$ cat config.mk
export PLATFORM = sky130hd
export DESIGN_NAME = pio_port_bank
export DESIGN_NICKNAME = d
export VERILOG_FILES = /design/src/shared/pio_pkg.sv /design/src/hdl/pio_port_bank.sv /design/src/hdl/pio_sync_bit.sv
export SDC_FILE = /design/constraint.sdc
export NUM_CORES = 1
export LEC_CHECK = 0
export BUFFER_PORTS_ARGS = -buffer_cell sky130_fd_sc_hd__clkbuf_2
export CAP_MARGIN = 30
export CORE_UTILIZATION = 47
export DETAILED_ROUTE_END_ITERATION = 6
export HOLD_SLACK_MARGIN = 0.03
export PLACE_DENSITY = 0.91
export SYNTH_ARGS = -nofsm -noshare
export SYNTH_HDL_FRONTEND = slang
export SYNTH_SLANG_ARGS = --single-unit
$ cat constraint.sdc
create_clock -name sys_clk -period 4.05 [get_ports sys_clk]
set_input_delay 1.0125 -clock sys_clk [delete_from_list [all_inputs] [get_ports sys_clk]]
set_output_delay 1.0125 -clock sys_clk [all_outputs]
set_load 0.02 [all_outputs]
$ cat src/shared/pio_pkg.sv
// Package of constants for the parallel I/O port bank
package pio_pkg;
  localparam int PIO_WIDTH = 16;
  localparam int PIO_ADDR_W = 4;
  // Register offsets (word index on the plain register port)
  localparam logic [3:0] PIO_OFF_DIR = 4'h0;
  localparam logic [3:0] PIO_OFF_LAT = 4'h1;
  localparam logic [3:0] PIO_OFF_PIN = 4'h2;
  localparam logic [3:0] PIO_OFF_IMPL = 4'h3;
  // Reset values
  localparam logic [15:0] PIO_DIR_RST = 16'hffff;
  localparam logic [15:0] PIO_LAT_RST = 16'h0000;
  // Bits present on this device
  localparam logic [15:0] PIO_IMPL_MASK = 16'h01ff;
  // Bits whose sharing peripheral is input-only, so the port keeps ownership
  localparam logic [15:0] PIO_INONLY_MASK = 16'h0100;
  localparam int PIO_SYNC_STAGES = 2;
endpackage : pio_pkg

$ cat src/hdl/pio_port_bank.sv
// Parallel I/O port bank: direction, latch, pin read and pad ownership
//
// What this block does
// RULE1: A peripheral that is enabled and driving a pin owns its driver, yet the pin still reads.
// RULE2: A peripheral that is enabled but not driving leaves the pin to the port logic.
// RULE3: A direction bit of one makes the pin an input, zero makes it an output.
// RULE4: Every reset sets all implemented direction bits to one.
// RULE5: The latch register reads back the latch and is written by latch writes.
// RULE6: The pin register reads the current pin levels.
// RULE7: A write to the pin register stores into the latch instead.
// RULE8: Unimplemented bits read as zero in latch, direction and pin registers.
// RULE9: A pin shared only with an input function stays fully owned by the port.
// RULE10: Per pad, two muxes pick data and enable from peripheral or port, peripheral first.
// RULE11: Pin levels pass a synchroniser before the pin read path.
//
// The strobed register port and the address map were left to the implementer.
`timescale 1ns/1ps
`default_nettype none
module pio_port_bank
  import pio_pkg::*;
(
  input wire logic sys_clk,
  input wire logic sys_rst,
  input wire logic [3:0] regAddr,
  input wire logic [15:0] regWrData,
  input wire logic regWrEn,
  input wire logic regRdEn,
  output logic [15:0] regRdData,
  input wire logic [15:0] periphEnable,
  input wire logic [15:0] periphDriving,
  input wire logic [15:0] periphOut,
  input wire logic [15:0] padIn,
  output logic [15:0] padOut,
  output logic [15:0] padOutEn_n
);

  // ----------------------------------------------------------------
  // Port registers
  // ----------------------------------------------------------------
  logic [15:0] pinDirection;
  logic [15:0] outputLatch;
  logic [15:0] next_pinDirection;
  logic [15:0] next_outputLatch;
  logic [15:0] pinSync;

  always_comb begin
    next_pinDirection = pinDirection;
    next_outputLatch = outputLatch;
    if (regWrEn) begin
      case (regAddr)
        PIO_OFF_DIR: next_pinDirection = regWrData & PIO_IMPL_MASK; // RULE8
        PIO_OFF_LAT: next_outputLatch = regWrData & PIO_IMPL_MASK; // RULE5
        PIO_OFF_PIN: next_outputLatch = regWrData & PIO_IMPL_MASK; // RULE7
        default: ;
      endcase
    end
  end

  always_ff @(posedge sys_clk) begin
    if (sys_rst) begin
      pinDirection <= PIO_DIR_RST & PIO_IMPL_MASK; // RULE4
      outputLatch <= PIO_LAT_RST;
    end else begin
      pinDirection <= next_pinDirection;
      outputLatch <= next_outputLatch;
    end
  end

  // ----------------------------------------------------------------
  // Pin input synchronisers
  // ----------------------------------------------------------------
  genvar gi;
  generate
    for (gi = 0; gi < PIO_WIDTH; gi++) begin : g_sync
      pio_sync_bit u_sync (
        .sys_clk(sys_clk),
        .sys_rst(sys_rst),
        .asyncIn(padIn[gi]),
        .syncOut(pinSync[gi])
      ); // RULE11
    end
  endgenerate

  // ----------------------------------------------------------------
  // Read path
  // ----------------------------------------------------------------
  logic [15:0] next_regRdData;

  always_comb begin
    next_regRdData = 16'h0000;
    if (regRdEn) begin
      case (regAddr)
        PIO_OFF_DIR: next_regRdData = pinDirection & PIO_IMPL_MASK; // RULE8
        PIO_OFF_LAT: next_regRdData = outputLatch & PIO_IMPL_MASK; // RULE5
        PIO_OFF_PIN: next_regRdData = pinSync & PIO_IMPL_MASK; // RULE6
        PIO_OFF_IMPL: next_regRdData = PIO_IMPL_MASK;
        default: next_regRdData = 16'h0000;
      endcase
    end
  end

  always_ff @(posedge sys_clk) begin
    if (sys_rst) begin
      regRdData <= 16'h0000;
    end else begin
      regRdData <= next_regRdData;
    end
  end

  // ----------------------------------------------------------------
  // Pad ownership multiplexers
  // ----------------------------------------------------------------
  logic [15:0] periphOwns;
  logic [15:0] next_padOut;
  logic [15:0] next_padOutEn_n;

  always_comb begin
    // Input-only sharers never claim the pad
    periphOwns = periphEnable & periphDriving & ~PIO_INONLY_MASK & PIO_IMPL_MASK; // RULE1 RULE2 RULE9
    next_padOut = 16'h0000;
    next_padOutEn_n = 16'hffff;
    for (int i = 0; i < PIO_WIDTH; i++) begin
      if (!PIO_IMPL_MASK[i]) begin
        next_padOut[i] = 1'b0; // RULE8
        next_padOutEn_n[i] = 1'b1;
      end else if (periphOwns[i]) begin
        next_padOut[i] = periphOut[i]; // RULE10 RULE1
        next_padOutEn_n[i] = 1'b0;
      end else begin
        next_padOut[i] = outputLatch[i]; // RULE10 RULE2
        next_padOutEn_n[i] = pinDirection[i]; // RULE3
      end
    end
  end

  always_ff @(posedge sys_clk) begin
    if (sys_rst) begin
      padOut <= 16'h0000;
      padOutEn_n <= 16'hffff;
    end else begin
      padOut <= next_padOut;
      padOutEn_n <= next_padOutEn_n;
    end
  end
endmodule // pio_port_bank
`default_nettype wire

$ cat src/hdl/pio_sync_bit.sv
// Two-flop synchroniser for one pad input
`timescale 1ns/1ps
`default_nettype none
module pio_sync_bit
  import pio_pkg::*;
(
  input wire logic sys_clk,
  input wire logic sys_rst,
  input wire logic asyncIn,
  output logic syncOut
);
  logic stage1;
  logic next_stage1;
  logic next_syncOut;

  always_comb begin
    next_stage1 = asyncIn;
    next_syncOut = stage1;
  end

  always_ff @(posedge sys_clk) begin
    if (sys_rst) begin
      stage1 <= 1'b0;
      syncOut <= 1'b0;
    end else begin
      stage1 <= next_stage1;
      syncOut <= next_syncOut;
    end
  end
endmodule // pio_sync_bit
`default_nettype wire

# Word level (Yosys, flattened, before mapping)
# Index checks and enable logic that the tools add are counted.
# totals
ff_bits	84
input_bits	88
out_inout_bits	48
elab_cells	52
# op_classes
n_eq_ne	3
n_mux	17
bitwise	2
reduce_logical	5
# op_table
cell	n
9-bit case mux with 4 select lines	1
1-bit two-way mux	16
8-bit AND	1
4-bit by 2-bit equality test with 1-bit output (second input constant)	2
4-bit by 1-bit equality test with 1-bit output (second input constant)	1
4-bit logical NOT	1
2-bit AND reduction	2
2-bit OR reduction	2
1-bit NOT	1

# Logic depth before layout (Yosys ltp)
# depth
depth_word	3
depth_mapped	5

# By module
# From an unflattened synthesis, not the netlist that was laid out.
# hier_totals
hier_cells	234
hier_area_um2	2451.1
# modules_own_cells
module	instances	cells_each	area_per_inst_um2
pio_port_bank	1	198	1978.1
pio_sync_bit	9	4	52.6

# Least setup slack after synthesis
# OpenSTA, ideal clock, no wires.
# synth_path
kind	input -> register
from	in regAddr[3]
to	reg outputLatch[8]
setup_time_ns	0.121
arrival_ns	1.976
path_slack_ns	1.952
cell_stages	4
path_buffers	1
path_cell_list	or3b_4 > a21oi_4 > buf_12 > mux2_4
# synth_via
elab_chain_cells	3
word_cells_on_any_way	4
# synth_rtl
element	line	rtl
start, declared	pio_port_bank.sv:24	input wire logic [3:0] regAddr,
4-bit by 2-bit equality test with 1-bit output or 4-bit by 1-bit equality test with 1-bit output (tied branches)	pio_port_bank.sv:50	case (regAddr)
2-bit OR reduction (no source line) (*)	n/a	
2-bit AND reduction (no source line) (*)	n/a	
end signal, assigned	pio_port_bank.sv:65	outputLatch <= next_outputLatch;
end, declared	pio_port_bank.sv:41	logic [15:0] outputLatch;
# Every way passes the cells marked *; elsewhere a longest branch is shown, timed or not.
# A chain may end at the register's enable or synchronous reset.

# Final worst setup path
# layout_path
from	in regAddr[1]
to	reg outputLatch[8]
# The elaborated chain is that of the path after synthesis.

==> results_dict.tcl <==
set metrics [dict create \
    outcome "completed" \
    max_freq_ghz 0.420 \
    critPathArrivalTime_ns 2.60 \
    finish.instance_area_um2 2990 \
    crit_path_required_time_ns 4.27 \
    grt_pass1_wl_mm 6.93 \
    clkLatencyLatePin_ns 0.33 \
    crit_path_start_kind "primary input" \
    cts-root-to-sink-buffers 2 \
    clk_pin_slew_worst_paths_ns 0.06 \
    clock_tree_root "clkbuf_8" \
    clock_sink_count 63 \
    cap_viol_max_count 0 \
    detail-route-antenna-nets 0 \
    post-route-period-util_pct 58.7 \
    yosys.area.top_type_share_pct 51.3 \
    drt-pass1-iter-count 4 \
    setup_viol 0 \
    hp-class "flop to flop" \
    core-area_um2 4880 \
    postCtsResizedCells 0 \
    hold_ws_ns 0.435 \
    layout.cells.most_common_list "clkbuf_2, dfxtp_1, conb_1" \
    remaining_drc_errors 0 \
    utilization_pct 61.2 \
    crit_fanout 12 \
    die-height_um 74.3 \
    viasPerCell 4.57 \
    grt_overflow 0 \
    avgSynthCellArea_um2 10.4 \
    antenna_cells_inserted 0 \
    timing.clock.skew_ns 0.00483 \
    yosysWarnings 0 \
    cts_tree "yes" \
    synth-seq-cells 63 \
    per_cell_routed_wire_length_um 11.8 \
    die_width_um 74.3 \
    grt_util_all_layers_pct 17.6 \
    ir_drop_uv 313 \
    dpl_cell_area_um2 2780 \
    endpoint_kind "flop" \
    port-buffer-count 76 \
    number_of_i_o_pins 136 \
    first_global_vias 1581 \
    tightestPinTransition_ns 0.656 \
    rsz0062_at_grt "no" \
    final-max-slew-violation-count 0 \
    timing_hold_violations_final 0 \
    maximum_number_of_pins_on_one_net_before_global_route_repair 71 \
    routabilityCongestion 0.656 \
    synth.cell_area_um2 2460 \
    area_growth_pct 21.5 \
    initialDrtViolationCount 63 \
    max-slew-margin-rel_pct 56.1 \
    initial_standard_cell_utilization_of_the_core_pct 50.4 \
    worstSetupPathType "primary input to flop" \
    power_leakage_nw 1.32 \
    yosysTopAreaCell "dfxtp_1" \
    routed_wl_mm 4.52 \
    p_per_area_nw_per_um2 443 \
    netlist_instances 236 \
    layout_commonest_cell "clkbuf_2" \
    synth.lib_cells_used.distinct 23 \
    dr_total_vias 1744 \
    h-tree-depth 3 \
    synth.yosys.seq_area_share_pct 51.3 \
    site_row_count 25 \
    post_cts_hold_buffer_count 0 \
    fin_setup_tns_ns 0 \
    final_nets 398 \
    hpwlAfterDp_mm 3.15 \
    period_minus_slack_ns 2.38 \
    synth_top_cells_by_area "dfxtp_1, mux2i_1, buf_4" \
    drive_gt1_share_pct 36.8 \
    cts.repair_timing.setup_buffer_count 0 \
    grt_antenna_before_repair 0 \
    dieArea_um2 5520 \
    numCtsBuffers 9 \
]
-- logic make-up (layout without fill, tap and decap cells) --
family,Yosys count,count (layout),share of synthesized area (%)
AO/OA/AOI/OAI,26,26,8.86
buffers and inverters,35,95,9.57
flip-flops,63,63,51.3
multiplexers,27,27,11.7
other,2,21,0.305
AND/OR/NAND/NOR,83,83,18.3
-- metrics by stage --
step,instances,setup slack [ns],power (mW)
2_1_floorplan,255,1.95,0.755
3_3_place_gp,366,1.32,0.778
3_5_place_dp,366,1.32,0.781
4_1_cts,382,1.67,1.34
5_1_grt,382,1.60,1.38
6_report,382,1.67,1.32
-- final timing paths --
kind                                 start                       end  slack (ns)  cells past startpoint
max                             regAddr[1]            outputLatch[8]        1.67                      4
min          g_sync[5].u_sync.next_syncOut  g_sync[5].u_sync.syncOut        0.43                      1
max reg2reg                pinDirection[3]              regRdData[3]        3.10                      2
min reg2reg  g_sync[5].u_sync.next_syncOut  g_sync[5].u_sync.syncOut        0.43                      1
-- power breakdown --
part / leakage, nW / switching, mW / internal, mW
clock: 0.109 / 0.224 / 0.333
sequential: 0.515 / 0.00603 / 0.639
combinational: 0.692 / 0.0715 / 0.0499
total: 1.32 / 0.302 / 1.02
-- Yosys cell counts --
cell type,number
dfxtp_1,63
buf_4,22
nor2b_1,20
nand2b_1,18
nor2_1,18
mux2i_1,17
nand2_1,16
mux2_2,9
o221a_2,9
a21o_1,8
a21oi_1,8
nand3_1,8
clkbuf_1,6
buf_2,4
conb_1,2
a21oi_4,1
buf_1,1
buf_12,1
inv_1,1
mux2_4,1
nor3_2,1
nor4b_4,1
or3b_4,1
-- sequential cells by signal, summed over array words and instances (netlist names) --
name,flops
g_sync.u_sync.next_syncOut,9
g_sync.u_sync.syncOut,9
outputLatch,9
padOut,9
padOutEn_n,9
pinDirection,9
regRdData,9
-- routing by layer --
layer | part of all wire (%) | global-route usage, % | wire [um]
met4 | 1.6 | 10.1 | 73
met3 | 5.9 | 4.61 | 267
met2 | 48 | 30.1 | 2170
met1 | 44 | 19.8 | 2010
met5 | 0 | 0 | 0
-- worst max-delay path, cell delays in order --
cell      delay [ns]
clkbuf_2        0.25
nand2b_1        0.47
a21oi_4         0.51
mux2_4          0.34
-- layout make-up --
class / instances / area [um^2]
multi-input combinational: 157 / 1030
fill: 439 / 1890
inverter: 1 / 3.75
clock inverter: 3 / 40.0
sequential: 63 / 1260
timing repair buffer: 78 / 395
clock buffer: 13 / 169
tap: 67 / 83.8
Power figures use the tool's default switching activity.
